===== src/common/arp_defs.svh =====
// Constants of the acceleration result path and start-up sequencer
// ==========================================================
// Overview of operation
// - Above full scale, within limits: overrange
// - Filter at sinc maximum: overflow, clip
// - Normal results return once input valid
// - Negative side uses underrange and underflow
// - Freeze input high blocks buffer updates
// - Processor keeps sampling regardless of freeze
// - Frozen reads return values at rising edge
// - Power-up enters normal mode by default
// - Reset held until three supplies good
// - Phase one copies fuses, then powers off
// - Phase two settles reference, maybe highpass
// - Phase one ignores serial accesses silently
// - Phase two: registers work, acceleration doesn't
// - Phase one lasts about 800 us
// - Phase two 3 ms, or 200 ms highpass
// - Init pending set by reset, cleared later
// - Five-bit lowpass code selects cutoff, sample
// - Linear words span -509 to +508
`ifndef ARP_DEFS_SVH
`define ARP_DEFS_SVH

// ==========================================================
// Timing
`define ARP_CLK_MHZ 50
`define ARP_PH1_US 800
`define ARP_PH2_MS 3
`define ARP_PH2_HPF_MS 200
`define ARP_PH1_CYC (`ARP_PH1_US * `ARP_CLK_MHZ)
`define ARP_PH2_CYC (`ARP_PH2_MS * 1000 * `ARP_CLK_MHZ)
`define ARP_PH2_HPF_CYC (`ARP_PH2_HPF_MS * 1000 * `ARP_CLK_MHZ)

// ==========================================================
// Register byte offsets
`define ARP_OFS_CFG 8'h00
`define ARP_OFS_STAT 8'h04
`define ARP_OFS_IRQ 8'h08
`define ARP_OFS_MASK 8'h0C
`define ARP_OFS_RES_X 8'h10
`define ARP_OFS_RES_Y 8'h14
`define ARP_OFS_MIRROR 8'h18

// ==========================================================
// Field positions and reset values
`define ARP_CFG_X_LSB 0
`define ARP_CFG_Y_LSB 5
`define ARP_CFG_HPF_BIT 10
`define ARP_CFG_RST 11'h000
`define ARP_STAT_INIT_BIT 0
`define ARP_STAT_PH2_BIT 1
`define ARP_STAT_TEST_BIT 2
`define ARP_STAT_FRZ_BIT 3
`define ARP_IRQ_DONE_BIT 8
`define ARP_MASK_RST 9'h000

// ==========================================================
// Data range limits and condition codes
`define ARP_LIN_MAX 12'sh1FC
`define ARP_LIN_MIN 12'shE03
`define ARP_SINC_MAX 12'sh7FF
`define ARP_SINC_MIN 12'sh800
`define ARP_CODE_ORANGE 10'h1FD
`define ARP_CODE_OFLOW 10'h1FE
`define ARP_CODE_URANGE 10'h202
`define ARP_CODE_UFLOW 10'h201
`define ARP_NOT_ACCEL 16'h8000

`endif


===== src/common/arp_pkg.sv =====
// Types of the acceleration result path and start-up sequencer
package arp_pkg;

  // Sequencer states, one-hot
  typedef enum logic [3:0] {
    ARP_ST_POR = 4'h1,
    ARP_ST_FUSE = 4'h2,
    ARP_ST_REF = 4'h4,
    ARP_ST_RUN = 4'h8
  } arp_state_t;

  // Classified result: output word and events {uflow, urange, oflow, orange}
  typedef struct packed {
    logic [9:0] code;
    logic [3:0] ev;
  } arp_res_t;

endpackage


===== src/arp_top.sv =====
// Result classification, freeze, start-up sequencing and AXI4-Lite registers
`include "arp_defs.svh"

module arp_top
  import arp_pkg::*;
#(
  parameter int unsigned PH1_CYC = `ARP_PH1_CYC,
  parameter int unsigned PH2_CYC = `ARP_PH2_CYC,
  parameter int unsigned PH2_HPF_CYC = `ARP_PH2_HPF_CYC
) (
  input wire logic aclk,
  input wire logic aresetn,
  input wire logic [7:0] s_axi_awaddr,
  input wire logic s_axi_awvalid,
  output logic s_axi_awready,
  input wire logic [31:0] s_axi_wdata,
  input wire logic [3:0] s_axi_wstrb,
  input wire logic s_axi_wvalid,
  output logic s_axi_wready,
  output logic [1:0] s_axi_bresp,
  output logic s_axi_bvalid,
  input wire logic s_axi_bready,
  input wire logic [7:0] s_axi_araddr,
  input wire logic s_axi_arvalid,
  output logic s_axi_arready,
  output logic [31:0] s_axi_rdata,
  output logic [1:0] s_axi_rresp,
  output logic s_axi_rvalid,
  input wire logic s_axi_rready,
  output logic irq,
  input wire logic dsp_clk,
  input wire logic [11:0] dsp_x,
  input wire logic [11:0] dsp_y,
  input wire logic result_freeze_input,
  input wire logic [2:0] supply_good,
  input wire logic programming_supply_pin,
  input wire logic [15:0] fuse_data,
  output logic fuse_power,
  output logic hpf_init,
  input wire logic host_req,
  input wire logic host_accel,
  input wire logic host_axis,
  output logic host_resp_valid,
  output logic [15:0] host_resp_data,
  output logic [8:0] x_sample_us,
  output logic [8:0] y_sample_us,
  output logic [9:0] x_cutoff_hz,
  output logic [9:0] y_cutoff_hz,
  output logic x_four_pole,
  output logic y_four_pole
);

  // ==========================================================
  // Functions

  // Maps a filter output word to the 10-bit result word and its events
  function automatic arp_res_t classify(input logic signed [11:0] v);
    arp_res_t r;
    r.ev = 4'h0;
    r.code = v[9:0];
    if (v >= `ARP_SINC_MAX) begin
      r.code = `ARP_CODE_OFLOW;
      r.ev = 4'h2;
    end else if (v > `ARP_LIN_MAX) begin
      r.code = `ARP_CODE_ORANGE;
      r.ev = 4'h1;
    end else if (v <= `ARP_SINC_MIN) begin
      r.code = `ARP_CODE_UFLOW;
      r.ev = 4'h8;
    end else if (v < `ARP_LIN_MIN) begin
      r.code = `ARP_CODE_URANGE;
      r.ev = 4'h4;
    end
    return r;
  endfunction

  // Sample time of a lowpass select code
  function automatic logic [8:0] sample_us(input logic [4:0] c);
    logic [8:0] t;
    t = 9'h010;
    if (c == 5'h00) begin
      t = 9'h100;
    end else if (c == 5'h01) begin
      t = 9'h080;
    end else if (c <= 5'h03 || c == 5'h13) begin
      t = 9'h040;
    end else if (c <= 5'h07 || (c >= 5'h14 && c <= 5'h19)) begin
      t = 9'h020;
    end
    return t;
  endfunction

  // Cutoff of a lowpass select code
  function automatic logic [9:0] cutoff_hz(input logic [4:0] c);
    logic [9:0] tab [0:31];
    tab = '{10'h00A, 10'h00F, 10'h01E, 10'h032, 10'h04B, 10'h064, 10'h082, 10'h0A0,
            10'h0C8, 10'h0FA, 10'h12C, 10'h15E, 10'h190, 10'h1F4, 10'h258, 10'h2BC,
            10'h320, 10'h384, 10'h3E8, 10'h00A, 10'h00F, 10'h01E, 10'h032, 10'h04B,
            10'h064, 10'h082, 10'h0A0, 10'h0C8, 10'h0FA, 10'h12C, 10'h15E, 10'h190};
    return tab[c];
  endfunction

  // ==========================================================
  // Input synchronisers
  logic [2:0] clk_sy;
  logic [1:0] frz_sy;
  logic [1:0] prog_sy;
  logic [2:0] sup_s1;
  logic [2:0] sup_s2;
  logic [11:0] x_s1;
  logic [11:0] x_s2;
  logic [11:0] y_s1;
  logic [11:0] y_s2;
  logic [15:0] fuse_s1;
  logic [15:0] fuse_s2;
  logic dsp_edge;
  logic freeze;

  // Two flops per pin; third flop of the clock only for edge finding
  always_ff @(posedge aclk) begin
    if (!aresetn) begin
      clk_sy <= 3'h0;
      frz_sy <= 2'h0;
      prog_sy <= 2'h0;
      sup_s1 <= 3'h0;
      sup_s2 <= 3'h0;
      x_s1 <= 12'h000;
      x_s2 <= 12'h000;
      y_s1 <= 12'h000;
      y_s2 <= 12'h000;
      fuse_s1 <= 16'h0000;
      fuse_s2 <= 16'h0000;
    end else begin
      clk_sy <= {clk_sy[1:0], dsp_clk};
      frz_sy <= {frz_sy[0], result_freeze_input};
      prog_sy <= {prog_sy[0], programming_supply_pin};
      sup_s1 <= supply_good;
      sup_s2 <= sup_s1;
      x_s1 <= dsp_x;
      x_s2 <= x_s1;
      y_s1 <= dsp_y;
      y_s2 <= y_s1;
      fuse_s1 <= fuse_data;
      fuse_s2 <= fuse_s1;
    end
  end

  assign dsp_edge = clk_sy[1] & ~clk_sy[2];
  assign freeze = frz_sy[1];

  // ==========================================================
  // Start-up sequencer
  arp_state_t state, next_state;
  logic [23:0] cnt, next_cnt;
  logic [15:0] mirror, next_mirror;
  logic test_mode, next_test_mode;
  logic init_pending, next_init_pending;
  logic hpf_sel;
  logic init_done_ev;
  logic ph2_len_hit;

  assign ph2_len_hit = hpf_sel ? (cnt >= 24'(PH2_HPF_CYC - 1)) : (cnt >= 24'(PH2_CYC - 1));

  // Next state of the sequencer
  always_comb begin
    next_state = state;
    next_cnt = cnt + 24'h000001;
    next_mirror = mirror;
    next_test_mode = test_mode;
    next_init_pending = init_pending;
    init_done_ev = 1'b0;
    unique case (state)
      ARP_ST_POR: begin
        next_cnt = 24'h000000;
        next_init_pending = 1'b1;
        if (&sup_s2) begin
          next_state = ARP_ST_FUSE;
          next_test_mode = prog_sy[1];
        end
      end
      ARP_ST_FUSE: begin
        if (cnt >= 24'(PH1_CYC - 1)) begin
          next_mirror = fuse_s2;
          next_state = ARP_ST_REF;
          next_cnt = 24'h000000;
        end
      end
      ARP_ST_REF: begin
        if (ph2_len_hit) begin
          next_state = ARP_ST_RUN;
          next_init_pending = 1'b0;
          init_done_ev = 1'b1;
          next_cnt = 24'h000000;
        end
      end
      ARP_ST_RUN: begin
        next_cnt = cnt;
      end
      default: begin
        next_state = ARP_ST_POR;
      end
    endcase
    if (!(&sup_s2)) begin
      next_state = ARP_ST_POR;
    end
  end

  // Sequencer registers
  always_ff @(posedge aclk) begin
    if (!aresetn) begin
      state <= ARP_ST_POR;
      cnt <= 24'h000000;
      mirror <= 16'h0000;
      test_mode <= 1'b0;
      init_pending <= 1'b1;
    end else begin
      state <= next_state;
      cnt <= next_cnt;
      mirror <= next_mirror;
      test_mode <= next_test_mode;
      init_pending <= next_init_pending;
    end
  end

  assign fuse_power = (state == ARP_ST_FUSE);
  assign hpf_init = (state == ARP_ST_REF) & hpf_sel;

  // ==========================================================
  // Result path: classification runs always, buffers obey freeze
  arp_res_t res_x, res_y;
  logic [9:0] buf_x, next_buf_x;
  logic [9:0] buf_y, next_buf_y;
  logic [7:0] range_ev;

  // Classify every processor sample; condition lasts only that sample
  always_comb begin
    res_x = classify(x_s2);
    res_y = classify(y_s2);
    range_ev = dsp_edge ? {res_y.ev, res_x.ev} : 8'h00;
    next_buf_x = buf_x;
    next_buf_y = buf_y;
    if (dsp_edge && !freeze) begin
      next_buf_x = res_x.code;
      next_buf_y = res_y.code;
    end
  end

  // Serial result buffers
  always_ff @(posedge aclk) begin
    if (!aresetn) begin
      buf_x <= 10'h000;
      buf_y <= 10'h000;
    end else begin
      buf_x <= next_buf_x;
      buf_y <= next_buf_y;
    end
  end

  // ==========================================================
  // Serial host requests
  logic rsp_v, next_rsp_v;
  logic [15:0] rsp_d, next_rsp_d;
  logic [10:0] cfg;
  logic [15:0] status_word;

  assign status_word = {12'h000, freeze, test_mode, (state == ARP_ST_REF), init_pending};

  // Answer one cycle after a request, silent in phase one
  always_comb begin
    next_rsp_v = 1'b0;
    next_rsp_d = rsp_d;
    if (host_req && (state == ARP_ST_REF || state == ARP_ST_RUN)) begin
      next_rsp_v = 1'b1;
      if (!host_accel) begin
        next_rsp_d = status_word;
      end else if (state == ARP_ST_REF) begin
        next_rsp_d = `ARP_NOT_ACCEL | status_word;
      end else begin
        next_rsp_d = {6'h00, host_axis ? buf_y : buf_x};
      end
    end
  end

  // Host answer registers
  always_ff @(posedge aclk) begin
    if (!aresetn) begin
      rsp_v <= 1'b0;
      rsp_d <= 16'h0000;
    end else begin
      rsp_v <= next_rsp_v;
      rsp_d <= next_rsp_d;
    end
  end

  assign host_resp_valid = rsp_v;
  assign host_resp_data = rsp_d;

  // ==========================================================
  // AXI4-Lite slave and interrupt registers
  logic aw_hold, next_aw_hold;
  logic w_hold, next_w_hold;
  logic [7:0] aw_addr, next_aw_addr;
  logic [31:0] w_data, next_w_data;
  logic [3:0] w_strb, next_w_strb;
  logic bv, next_bv;
  logic [1:0] br, next_br;
  logic rv, next_rv;
  logic [31:0] rd, next_rd;
  logic [1:0] rr, next_rr;
  logic [10:0] next_cfg;
  logic [8:0] irq_st, next_irq_st;
  logic [8:0] irq_mask, next_irq_mask;
  logic do_wr;

  assign hpf_sel = cfg[`ARP_CFG_HPF_BIT];
  assign do_wr = aw_hold & w_hold & ~bv;

  // Bus handshakes, register writes and sticky events
  always_comb begin
    next_aw_hold = aw_hold;
    next_w_hold = w_hold;
    next_aw_addr = aw_addr;
    next_w_data = w_data;
    next_w_strb = w_strb;
    next_bv = bv;
    next_br = br;
    next_rv = rv;
    next_rd = rd;
    next_rr = rr;
    next_cfg = cfg;
    next_irq_mask = irq_mask;
    next_irq_st = irq_st;
    if (s_axi_awvalid && s_axi_awready) begin
      next_aw_hold = 1'b1;
      next_aw_addr = s_axi_awaddr;
    end
    if (s_axi_wvalid && s_axi_wready) begin
      next_w_hold = 1'b1;
      next_w_data = s_axi_wdata;
      next_w_strb = s_axi_wstrb;
    end
    if (bv && s_axi_bready) begin
      next_bv = 1'b0;
    end
    if (do_wr) begin
      next_aw_hold = 1'b0;
      next_w_hold = 1'b0;
      next_bv = 1'b1;
      next_br = 2'h0;
      unique case (aw_addr)
        `ARP_OFS_CFG: begin
          if (w_strb[0]) next_cfg[7:0] = w_data[7:0];
          if (w_strb[1]) next_cfg[10:8] = w_data[10:8];
        end
        `ARP_OFS_IRQ: begin
          if (w_strb[0]) next_irq_st[7:0] = irq_st[7:0] & ~w_data[7:0];
          if (w_strb[1]) next_irq_st[8] = irq_st[8] & ~w_data[8];
        end
        `ARP_OFS_MASK: begin
          if (w_strb[0]) next_irq_mask[7:0] = w_data[7:0];
          if (w_strb[1]) next_irq_mask[8] = w_data[8];
        end
        `ARP_OFS_STAT, `ARP_OFS_RES_X, `ARP_OFS_RES_Y, `ARP_OFS_MIRROR: begin
          next_br = 2'h0;
        end
        default: begin
          next_br = 2'h3;
        end
      endcase
    end
    // Set wins over a clear in the same cycle
    next_irq_st = next_irq_st | {init_done_ev, range_ev};
    if (rv && s_axi_rready) begin
      next_rv = 1'b0;
    end
    if (s_axi_arvalid && s_axi_arready) begin
      next_rv = 1'b1;
      next_rr = 2'h0;
      next_rd = 32'h00000000;
      unique case (s_axi_araddr)
        `ARP_OFS_CFG: next_rd = {21'h000000, cfg};
        `ARP_OFS_STAT: next_rd = {16'h0000, status_word};
        `ARP_OFS_IRQ: next_rd = {23'h000000, irq_st};
        `ARP_OFS_MASK: next_rd = {23'h000000, irq_mask};
        `ARP_OFS_RES_X: next_rd = {{22{buf_x[9]}}, buf_x};
        `ARP_OFS_RES_Y: next_rd = {{22{buf_y[9]}}, buf_y};
        `ARP_OFS_MIRROR: next_rd = {16'h0000, mirror};
        default: next_rr = 2'h3;
      endcase
    end
  end

  // Bus and interrupt registers
  always_ff @(posedge aclk) begin
    if (!aresetn) begin
      aw_hold <= 1'b0;
      w_hold <= 1'b0;
      aw_addr <= 8'h00;
      w_data <= 32'h00000000;
      w_strb <= 4'h0;
      bv <= 1'b0;
      br <= 2'h0;
      rv <= 1'b0;
      rd <= 32'h00000000;
      rr <= 2'h0;
      cfg <= `ARP_CFG_RST;
      irq_st <= 9'h000;
      irq_mask <= `ARP_MASK_RST;
    end else begin
      aw_hold <= next_aw_hold;
      w_hold <= next_w_hold;
      aw_addr <= next_aw_addr;
      w_data <= next_w_data;
      w_strb <= next_w_strb;
      bv <= next_bv;
      br <= next_br;
      rv <= next_rv;
      rd <= next_rd;
      rr <= next_rr;
      cfg <= next_cfg;
      irq_st <= next_irq_st;
      irq_mask <= next_irq_mask;
    end
  end

  assign s_axi_awready = ~aw_hold & ~bv;
  assign s_axi_wready = ~w_hold & ~bv;
  assign s_axi_bvalid = bv;
  assign s_axi_bresp = br;
  assign s_axi_arready = ~rv;
  assign s_axi_rvalid = rv;
  assign s_axi_rdata = rd;
  assign s_axi_rresp = rr;
  assign irq = |(irq_st & irq_mask);

  // ==========================================================
  // Lowpass select decode per axis
  assign x_sample_us = sample_us(cfg[`ARP_CFG_X_LSB +: 5]);
  assign y_sample_us = sample_us(cfg[`ARP_CFG_Y_LSB +: 5]);
  assign x_cutoff_hz = cutoff_hz(cfg[`ARP_CFG_X_LSB +: 5]);
  assign y_cutoff_hz = cutoff_hz(cfg[`ARP_CFG_Y_LSB +: 5]);
  assign x_four_pole = (cfg[`ARP_CFG_X_LSB +: 5] <= 5'h12);
  assign y_four_pole = (cfg[`ARP_CFG_Y_LSB +: 5] <= 5'h12);

endmodule


===== config.mk =====
export PLATFORM = sky130hd
export DESIGN_NAME = arp_top
export DESIGN_NICKNAME = d
export VERILOG_FILES = /design/src/common/arp_pkg.sv /design/src/arp_top.sv
export VERILOG_INCLUDE_DIRS = /design/src /design/src/common
export SDC_FILE = /design/constraint.sdc
export NUM_CORES = 1
export LEC_CHECK = 0
export ABC_AREA = 0
export BUFFER_PORTS_ARGS = -buffer_cell sky130_fd_sc_hd__buf_4
export CAP_MARGIN = 10
export CORE_MARGIN = 3
export CORE_UTILIZATION = 38
export DETAILED_ROUTE_END_ITERATION = 8
export PLACE_DENSITY = 0.58
export SLEW_MARGIN = 20
export SYNTH_ARGS = -nofsm -noshare
export SYNTH_HDL_FRONTEND = slang
export SYNTH_SLANG_ARGS = --single-unit

===== constraint.sdc =====
create_clock -name aclk -period 2.65 [get_ports aclk]
set_input_delay 0.1325 -clock aclk [delete_from_list [all_inputs] [get_ports aclk]]
set_output_delay 0.1325 -clock aclk [all_outputs]
set_load 0.005 [all_outputs]

==> impl_results.html, run 1 <==
<table>
<tr><th>Metric</th><th>Value</th></tr>
<tr><th colspan="2">Pwr</th></tr>
<tr><td>Power per Cell Area</td><td>574.7 nW/µm²</td></tr>
<tr><td>Worst voltage drop across the vdd grid</td><td>0.0004759 V</td></tr>
<tr><td>Static Leakage</td><td>5.600 nW</td></tr>
<tr><th colspan="2">Place</th></tr>
<tr><td>Post-place setup slack</td><td>0.4123 ns</td></tr>
<tr><td>Cell total after placement</td><td>1778</td></tr>
<tr><td>Routability Congestion</td><td>0.8408</td></tr>
<tr><td>Cell area after placement</td><td>12430 µm²</td></tr>
<tr><td>HPWL after detailed placement</td><td>21050 µm</td></tr>
<tr><td>Input/output buffers</td><td>172</td></tr>
<tr><th colspan="2">Synth</th></tr>
<tr><td>Post-Synthesis Cells</td><td>1298</td></tr>
<tr><td>Post-synth top area cell</td><td>dfxtp_1</td></tr>
<tr><td>Number of flops mapped to enable cells by yosys</td><td>0</td></tr>
<tr><td>Count leader, synth</td><td>dfxtp_1</td></tr>
<tr><td>Count of cell types in the netlist</td><td>75</td></tr>
<tr><td>FFs w/ async S/R, synth</td><td>0</td></tr>
<tr><td>Main area contributors after synthesis</td><td>dfxtp_1 44%, nand2_1 6.4%, and2_1 6.3%</td></tr>
<tr><td>Mapped Avg Cell Area</td><td>8.465 µm²</td></tr>
<tr><td>Post-synth top area share</td><td>0.4445</td></tr>
<tr><td>Number of warnings printed during yosys synthesis</td><td>0</td></tr>
<tr><td>Register bit count reported by yosys</td><td>244</td></tr>
<tr><td>Post-synthesis cell area</td><td>10990 µm²</td></tr>
<tr><td>Sequential fraction of the synthesis area</td><td>0.4445</td></tr>
<tr><td>Cell types with the highest counts after synthesis</td><td>244 x dfxtp_1, 187 x nand2_1, 116 x a21oi_1</td></tr>
<tr><td>Top_reg_cell synth</td><td>dfxtp_1</td></tr>
<tr><th colspan="2">Global routing</th></tr>
<tr><td>Gr ovfl total</td><td>0</td></tr>
<tr><td>Number of antenna violations at the first check in global routing</td><td>0</td></tr>
<tr><td>Pin count of the biggest net entering global routing</td><td>120</td></tr>
<tr><td>Via count of the first global-routing pass</td><td>8875</td></tr>
<tr><td>GRT Overall Usage</td><td>0.1827</td></tr>
<tr><td>First-pass GRT wire length</td><td>46740 µm</td></tr>
<tr><th colspan="2">Setup path</th></tr>
<tr><td>Endpoint of the lowest-slack register-to-register path</td><td>irq_st[3]$_SDFF_PN0_</td></tr>
<tr><td>Worst setup path category</td><td>reg -&gt; out</td></tr>
<tr><td>Max Fanout on Critical Path</td><td>8</td></tr>
<tr><td>Worst Path Required</td><td>2.52 ns</td></tr>
<tr><td>Startpoint of the lowest-slack register-to-register path</td><td>aw_addr[1]$_SDFFE_PN0P_</td></tr>
<tr><td>Kind of end point of the critical path</td><td>output pin</td></tr>
<tr><td>Cell depth of the worst flop-to-flop path</td><td>5</td></tr>
<tr><td>Crit path launch type</td><td>flip-flop</td></tr>
<tr><td>Endpoint arrival time on the critical path</td><td>2.38 ns</td></tr>
<tr><td>FF-to-FF setup slack</td><td>0.40 ns</td></tr>
<tr><th colspan="2">Clocking</th></tr>
<tr><td>Clock tree from TritonCTS</td><td>done</td></tr>
<tr><td>Number of levels in the clock H-tree</td><td>1</td></tr>
<tr><td>Worst skew pair latency</td><td>0.53 ns</td></tr>
<tr><td>Setup repair bufs after CTS</td><td>0</td></tr>
<tr><td>Worst-path clk slew</td><td>0.06 ns</td></tr>
<tr><td>TritonCTS buffer count</td><td>27</td></tr>
<tr><td>Cell chosen for the clock root</td><td>clkbuf_16</td></tr>
<tr><td>Clk sinks</td><td>244</td></tr>
<tr><td>Number of buffers between clock root and the deepest sink</td><td>3</td></tr>
<tr><th colspan="2">Final layout</th></tr>
<tr><td>Post-Route Utilization</td><td>0.5003</td></tr>
<tr><td>Post-layout instance area</td><td>14090 µm²</td></tr>
<tr><td>Share of post-route cells with drive strength above 1</td><td>0.1819</td></tr>
<tr><td>Total inserted antenna cells</td><td>0</td></tr>
<tr><td>Area overhead of the layout relative to synthesis</td><td>28.23%</td></tr>
<tr><td>Number of standard cells in the layout, taps in and fillers out</td><td>1901</td></tr>
<tr><td>Nets</td><td>1634</td></tr>
<tr><th colspan="2">Floorplan</th></tr>
<tr><td>Core ar.</td><td>28160 µm²</td></tr>
<tr><td>Count of boundary I/O pins</td><td>209</td></tr>
<tr><td>Die width</td><td>176.0 µm</td></tr>
<tr><td>Die area</td><td>30990 µm²</td></tr>
<tr><td>Effective utilization at floorplan</td><td>0.3902</td></tr>
<tr><td>Die Span Y</td><td>176.0 µm</td></tr>
<tr><td>Standard-cell row count</td><td>61</td></tr>
<tr><th colspan="2">STA</th></tr>
<tr><td>Relative slew margins</td><td>0.4356</td></tr>
<tr><td>Min cycle time layout</td><td>2.517 ns</td></tr>
<tr><td>Setup ws final</td><td>0.1328 ns</td></tr>
<tr><td>Total setup violations reported at the end of the flow</td><td>0</td></tr>
<tr><td>Clock Skews</td><td>0.01471 ns</td></tr>
<tr><td>Maximum clock frequency</td><td>397.3 MHz</td></tr>
<tr><td>Final Max Slew Viols</td><td>0</td></tr>
<tr><td>Actual transition at the worst max-transition pin</td><td>0.8454 ns</td></tr>
<tr><td>RSZ-0062 raised after global routing</td><td>false</td></tr>
<tr><td>Post-Route Setup TNS</td><td>0 ns</td></tr>
<tr><td>Post-route fraction of the period consumed by the critical path</td><td>0.9499</td></tr>
<tr><td>Number of hold-slack violations in the final timing report</td><td>0</td></tr>
<tr><th colspan="2">Route</th></tr>
<tr><td>DRT Pass-1 Iters</td><td>6</td></tr>
<tr><td>Final routed DRC violation total</td><td>0</td></tr>
<tr><td>Routed len/inst</td><td>15.46 µm</td></tr>
<tr><td>Starting DRC count in detailed routing</td><td>779</td></tr>
<tr><td>ANT nets after route</td><td>0</td></tr>
<tr><td>Via count of the routed design</td><td>9624</td></tr>
<tr><td>Final routed wirelength across all metal layers</td><td>29400 µm</td></tr>
<tr><td>Avg Vias per Cell</td><td>5.063</td></tr>
<tr><th colspan="2">Worst hold path</th></tr>
<tr><td>Startpoint of the tightest hold check path</td><td>host_axis</td></tr>
<tr><td>Type of the tightest min-delay check</td><td>in -&gt; reg</td></tr>
<tr><td>End point of the most critical hold path</td><td>host_resp_data[7]$_SDFFE_PN0P_</td></tr>
<tr><td>Hold path cells</td><td>3</td></tr>
<tr><th colspan="2">Status</th></tr>
<tr><td>Status</td><td>complete, no violations</td></tr>
<tr><th colspan="2">Run</th></tr>
<tr><td>Max-Cap Viols</td><td>0</td></tr>
</table>
## worst max path at each step
stage                            start                    to  slack [ns]  cells after the start
2_1_floorplan      cnt[9]$_SDFFE_PN0P_  cnt[16]$_SDFFE_PN0P_        0.64                      8
3_3_place_gp   aw_addr[1]$_SDFFE_PN0P_  irq_st[4]$_SDFF_PN0_        0.43                      5
5_1_grt            cfg[0]$_SDFFE_PN0P_        x_cutoff_hz[5]        0.01                      7
3_5_place_dp   aw_addr[1]$_SDFFE_PN0P_  irq_st[7]$_SDFF_PN0_        0.41                      5
4_1_cts            cfg[0]$_SDFFE_PN0P_        x_cutoff_hz[5]        0.08                      7
6_report           cfg[6]$_SDFFE_PN0P_        y_sample_us[4]        0.13                      7
## layout by cell type (no fill, tap or decap), types with 5 or more instances in the layout
cell type and instances:
o22ai_1 5, nand3b_1 7, nand3_1 31, a311o_1 7
o211ai_1 8, mux2_2 6, nor2b_1 16, buf_4 199
nor4_1 9, nand2_1 187, xnor2_1 5, nor2_1 100
a31oi_1 7, dlygate4sd3_1 74, a22oi_1 15, nand2b_1 7
nand4_1 14, nor3_1 6, conb_1 13, mux2i_1 35
ha_1 20, o2bb2ai_1 6, inv_1 15, clkbuf_16 27
clkbuf_1 5, xor2_1 19, and3_1 10, a211oi_1 6
clkbuf_8 7, dfxtp_1 242, a21oi_1 116, and2_1 110
o21ai_0 97
## state kept, by name (all words and copies together), names as in the netlist, 12 cells and up
signal	count
fuse_s2	16
x_s2	12
mirror	16
fuse_s1	16
y_s2	12
s_axi_rdata	17
cnt	24
x_s1	12
y_s1	12
## worst max-delay path: stages, from the launching register on
cell	delay (ns)
dfxtp_1	0.45
buf_4	0.21
ha_1	0.33
nand2_1	0.11
a311oi_1	0.35
a21oi_1	0.10
and3_1	0.20
buf_4	0.13
## what timing repair did
action | CTS | global route
hold buffers | 74 | 0
endpoints found under the setup margin | 6 | 6
cloned | 0 | 0
hold endpoints to repair | 79 | 0
gates resized for setup | 2 | 4
## metrics by stage
step / power (mW) / hold WS [ns]
detailed placement: 4.354 / 0.3221
global route: 8.386 / 0.07738
finish: 8.097 / 0.06646
global placement: 4.349 / 0.3181
floorplan: 4.166 / 0.2315
CTS: 8.182 / 0.04792
## layer usage
metal,vias up,share of wire,track usage
li1,4853,-,-
met1,4434,0.47,0.2601
met2,291,0.46,0.2972
met3,46,0.055,0.02258
met4,0,0.022,0.04157
met5,-,0,0
## cell type report
cell class,instances,area (µm²)
Tap cell,378,473.0
Multi-Input combinational cell,938,5514
Timing Repair Buffer,273,2235
Clock buffer,39,790.8
Sequential cell,244,4887
Inverter,19,75.07
Clock inverter,10,115.1
Fill cell,2694,14070
## report_power, final
part	switching [mW]	total, mW	internal [mW]	leakage (nW)
clock network	1.47	3.74	2.27	0.450
logic	0.239	0.508	0.269	3.16
registers	0.0735	3.85	3.78	1.99
total	1.78	8.10	6.31	5.60
## cell families (layout without fill, tap and decap cells)
group / count (synthesis) / after routing / synth area share
buffers and inverters: 128 / 341 / 0.05841
flip-flops: 244 / 244 / 0.4445
multiplexers: 44 / 44 / 0.04418
other: 1 / 13 / 0.0003413
XOR/XNOR: 24 / 24 / 0.01913
AND/OR/NAND/NOR: 534 / 534 / 0.2445
AO/OA/AOI/OAI: 300 / 300 / 0.1627
adder cells (fa/ha/maj): 23 / 23 / 0.02619
(Power assumes the default switching activity.)
==> inputs of run 2 (changes only) <==
--- a/config.mk
+++ b/config.mk
@@ -9,7 +9,7 @@
 export ABC_AREA = 0
 export BUFFER_PORTS_ARGS = -buffer_cell sky130_fd_sc_hd__buf_4
 export CAP_MARGIN = 10
-export CORE_MARGIN = 3
+export CORE_MARGIN = 2
 export CORE_UTILIZATION = 38
 export DETAILED_ROUTE_END_ITERATION = 8
 export PLACE_DENSITY = 0.58
==> run 2 against run 1 <==
Fmax grew 0.18%. Sequential cell count is the same. Worst setup slack gained 0.0046 ns. Via count rose by 0.30%. Routed wire length down 0.22%. Critical path depth rose by 1. Clock skew up 0.0028 ns.
==> impl_results.html, run 2 (synthesized netlist as in run 1, its figures left out) <==
<table>
<tr><th>Metric</th><th>Value</th></tr>
<tr><th colspan="2">Setup path</th></tr>
<tr><td>Worst Path Required</td><td>2.52 ns (about the same)</td></tr>
<tr><td>Endpoint arrival time on the critical path</td><td>2.38 ns (about the same)</td></tr>
<tr><td>Slowest library cell on the worst path</td><td>ha_1</td></tr>
<tr><td>Cell repeated most along the worst path</td><td>inv_1</td></tr>
<tr><td>Worst setup path category</td><td>reg -&gt; out</td></tr>
<tr><td>Cell depth of the worst flop-to-flop path</td><td>5 (unchanged)</td></tr>
<tr><td>Kind of cell adding the most delay to the critical path</td><td>simple AND/OR/NAND/NOR gates</td></tr>
<tr><td>Crit path launch type</td><td>flip-flop</td></tr>
<tr><td>Worst path buffer plus inverter count</td><td>3 (+1)</td></tr>
<tr><td>Startpoint of the lowest-slack register-to-register path</td><td>aw_addr[1]$_SDFFE_PN0P_</td></tr>
<tr><td>FF-to-FF setup slack</td><td>0.41 ns (about the same)</td></tr>
<tr><td>Crit-path max cell delay</td><td>0.36 ns (-0.09 ns)</td></tr>
<tr><td>Critical Path, Cell by Cell</td><td>inv_1 -&gt; ha_1 -&gt; inv_1 -&gt; o21ai_0 -&gt; a21oi_1 -&gt; or3_1 -&gt; and3b_1 -&gt; buf_4</td></tr>
<tr><td>Kind of end point of the critical path</td><td>output pin</td></tr>
<tr><td>Max Fanout on Critical Path</td><td>8 (unchanged)</td></tr>
<tr><td>Endpoint of the lowest-slack register-to-register path</td><td>irq_st[0]$_SDFF_PN0_</td></tr>
<tr><td>Crit path depth</td><td>8 (+1)</td></tr>
<tr><th colspan="2">Run</th></tr>
<tr><td>Max-Cap Viols</td><td>0 (unchanged)</td></tr>
<tr><th colspan="2">Floorplan</th></tr>
<tr><td>Core ar.</td><td>28630 µm² (+1.6%)</td></tr>
<tr><td>Standard-cell row count</td><td>62 (+1.6%)</td></tr>
<tr><td>Die Span Y</td><td>174.0 µm (-1.1%)</td></tr>
<tr><td>Count of boundary I/O pins</td><td>209 (unchanged)</td></tr>
<tr><td>Effective utilization at floorplan</td><td>0.3839 (-0.006293)</td></tr>
<tr><td>Die width</td><td>174.0 µm (-1.1%)</td></tr>
<tr><td>Die area</td><td>30290 µm² (-2.3%)</td></tr>
<tr><th colspan="2">Clocking</th></tr>
<tr><td>Number of levels in the clock H-tree</td><td>1 (unchanged)</td></tr>
<tr><td>Clk sinks</td><td>244 (unchanged)</td></tr>
<tr><td>TritonCTS buffer count</td><td>26 (-3.7%)</td></tr>
<tr><td>Worst skew pair latency</td><td>0.52 ns (about the same)</td></tr>
<tr><td>Cell chosen for the clock root</td><td>clkbuf_16</td></tr>
<tr><td>Clock tree from TritonCTS</td><td>done</td></tr>
<tr><td>Worst-path clk slew</td><td>0.06 ns (about the same)</td></tr>
<tr><td>Number of buffers between clock root and the deepest sink</td><td>3 (unchanged)</td></tr>
<tr><th colspan="2">Global routing</th></tr>
<tr><td>GRT Overall Usage</td><td>0.1852 (+0.002506)</td></tr>
<tr><td>Number of antenna violations at the first check in global routing</td><td>1 (+1)</td></tr>
<tr><td>Via count of the first global-routing pass</td><td>8852 (-0.26%)</td></tr>
<tr><td>Gr ovfl total</td><td>0 (unchanged)</td></tr>
<tr><td>Pin count of the biggest net entering global routing</td><td>96 (-20%)</td></tr>
<tr><td>First-pass GRT wire length</td><td>46300 µm (-0.94%)</td></tr>
<tr><th colspan="2">Pwr</th></tr>
<tr><td>Clock group share of total power</td><td>0.441 (-0.020)</td></tr>
<tr><td>Logic gate share of total power</td><td>0.068 (+0.005)</td></tr>
<tr><td>Sequential share of power</td><td>0.491 (+0.015)</td></tr>
<tr><td>Internal portion of total power</td><td>6.099 mW (-3.4%)</td></tr>
<tr><td>Switching pwr</td><td>1.745 mW (-2.1%)</td></tr>
<tr><td>Power per Cell Area</td><td>553.5 nW/µm² (-3.7%)</td></tr>
<tr><td>Static Leakage</td><td>5.650 nW (+0.90%)</td></tr>
<tr><td>Worst voltage drop across the vdd grid</td><td>0.0003572 V (-25%)</td></tr>
<tr><td>Switching share of power</td><td>0.2224 (+0.002287)</td></tr>
<tr><th colspan="2">Route</th></tr>
<tr><td>Final routed wirelength across all metal layers</td><td>29330 µm (-0.22%)</td></tr>
<tr><td>Routed len/inst</td><td>15.27 µm (-1.3%)</td></tr>
<tr><td>Starting DRC count in detailed routing</td><td>725 (-6.9%)</td></tr>
<tr><td>DRT Pass-1 Iters</td><td>5 (-1)</td></tr>
<tr><td>ANT nets after route</td><td>0 (unchanged)</td></tr>
<tr><td>Via count of the routed design</td><td>9653 (+0.30%)</td></tr>
<tr><td>Avg Vias per Cell</td><td>5.025 (-0.74%)</td></tr>
<tr><td>Final routed DRC violation total</td><td>0 (unchanged)</td></tr>
<tr><th colspan="2">Final layout</th></tr>
<tr><td>Most common cell after layout, fill and taps aside</td><td>dfxtp_1</td></tr>
<tr><td>Nets</td><td>1650 (+0.98%)</td></tr>
<tr><td>Number of inserted filler cells in the final layout</td><td>2731 (+1.4%)</td></tr>
<tr><td>Number of flip-flops under the largest register name</td><td>24 (unchanged)</td></tr>
<tr><td>Post-Route Utilization</td><td>0.4951 (-0.005185)</td></tr>
<tr><td>Biggest register</td><td>cnt</td></tr>
<tr><td>Commonest non-fill, non-tap cells in the layout</td><td>241 x dfxtp_1, 198 x buf_4, 187 x nand2_1, 116 x a21oi_1, 110 x and2_1</td></tr>
<tr><td>Area overhead of the layout relative to synthesis</td><td>28.98%</td></tr>
<tr><td>Share of post-route cells with drive strength above 1</td><td>0.1751 (-0.006748)</td></tr>
<tr><th colspan="2">Place</th></tr>
<tr><td>Routability Congestion</td><td>0.8745 (+4.0%)</td></tr>
<tr><td>HPWL after detailed placement</td><td>20870 µm (-0.89%)</td></tr>
<tr><td>Input/output buffers</td><td>172 (unchanged)</td></tr>
<tr><th colspan="2">STA</th></tr>
<tr><td>Clock Skews</td><td>0.01748 ns (+0.002774 ns)</td></tr>
<tr><td>Actual transition at the worst max-transition pin</td><td>0.8982 ns (+0.05281 ns)</td></tr>
<tr><td>Final hold slack</td><td>0.07911 ns (+0.01265 ns)</td></tr>
<tr><td>Relative slew margins</td><td>0.3927 (-0.04287)</td></tr>
<tr><td>Number of hold-slack violations in the final timing report</td><td>0 (unchanged)</td></tr>
<tr><td>Total setup violations reported at the end of the flow</td><td>0 (unchanged)</td></tr>
<tr><td>Post-route fraction of the period consumed by the critical path</td><td>0.9482 (-0.001720)</td></tr>
<tr><td>Final Max Slew Viols</td><td>0 (unchanged)</td></tr>
<tr><td>RSZ-0062 raised after global routing</td><td>true</td></tr>
<tr><td>Maximum clock frequency</td><td>398.0 MHz (+0.18%)</td></tr>
<tr><td>Min cycle time layout</td><td>2.513 ns (-0.004557 ns)</td></tr>
<tr><th colspan="2">Worst hold path</th></tr>
<tr><td>End point of the most critical hold path</td><td>host_resp_data[9]$_SDFFE_PN0P_</td></tr>
<tr><td>Hold path cells</td><td>3 (unchanged)</td></tr>
<tr><td>Type of the tightest min-delay check</td><td>in -&gt; reg</td></tr>
<tr><td>Startpoint of the tightest hold check path</td><td>host_axis</td></tr>
<tr><th colspan="2">Status</th></tr>
<tr><td>Status</td><td>complete, no violations</td></tr>
</table>
[run 2: cell types whose count changed in the layout (fill, tap and decap cells not counted), sizes merged]
cell,previous run,this run
clkinvlp,1,2
dlygate4sd3,74,92
diode,0,1
bufinv,2,1
clkbuf,39,36
buf,199,198
inv,17,16
[run 2: cell type report]
cell class,instances,area [µm²],share of cell area
Multi-Input combinational cell,938,5507,0.3885
Clock inverter,9,75.07,0.005297
Inverter,19,72.57,0.005121
Clock buffer,36,739.5,0.05218
Timing Repair Buffer,290,2407,0.1699
Antenna cell,1,2.502,0.0001766
Sequential cell,244,4888,0.3449
Tap cell,384,480.5,0.03390
[run 2: how the worst max path moves through the flow]
stage                                 to                    start
finish                    x_sample_us[4]      cfg[1]$_SDFFE_PN0P_
global route              x_cutoff_hz[2]      cfg[0]$_SDFFE_PN0P_
floorplan           cnt[16]$_SDFFE_PN0P_      cnt[9]$_SDFFE_PN0P_
global placement    irq_st[4]$_SDFF_PN0_  aw_addr[1]$_SDFFE_PN0P_
detailed placement  irq_st[4]$_SDFF_PN0_  aw_addr[1]$_SDFFE_PN0P_
CTS                       y_cutoff_hz[6]      cfg[5]$_SDFFE_PN0P_
[run 2: routing by layer]
metal  part of all wire  track usage  wire length (µm)
met1               0.48       0.2603             14020
met2               0.46       0.3030             13470
met3              0.048      0.02603              1400
met4              0.015      0.03922               440
met5                  0            0                 0
[run 2: power groups by stage]
stage	sequential (mW)	combinational [mW]	clock (mW)
2_1_floorplan	3.90	0.263	0
3_3_place_gp	3.93	0.417	0
3_5_place_dp	3.93	0.420	0
4_1_cts	3.85	0.528	3.53
5_1_grt	3.87	0.582	3.71
6_report	3.85	0.532	3.46
[run 2: repair_timing]
action	CTS	global route
hold buffers	92	0
buffers inserted	0	0
endpoints found under the hold margin	74	0
endpoints found under the setup margin	7	7
cloned	0	0
gates resized for setup	2	2
[run 2: worst reg2reg max path, stage by stage, from the launching register on]
cell and delay (ns):
dfxtp_1 0.30, or4_1 0.63, nor4_2 0.42, and3_1 0.42
nand2_1 0.09, a32o_1 0.26
[run 2: stage by stage]
step | setup WS (ns) | cell area (µm²) | std cells | TNS (ns) | total power, mW
after floorplan | 0.6445 | 11030 | 1310 | 0 | 4.166
after global placement | 0.4188 | 12430 | 1783 | 0 | 4.350
after detailed placement | 0.4179 | 12430 | 1783 | 0 | 4.355
after CTS | 0.08961 | 14170 | 1920 | 0 | 7.915
after global routing | -0.002112 | 14170 | 1921 | -0.002112 | 8.157
final | 0.1373 | 14170 | 1921 | 0 | 7.844
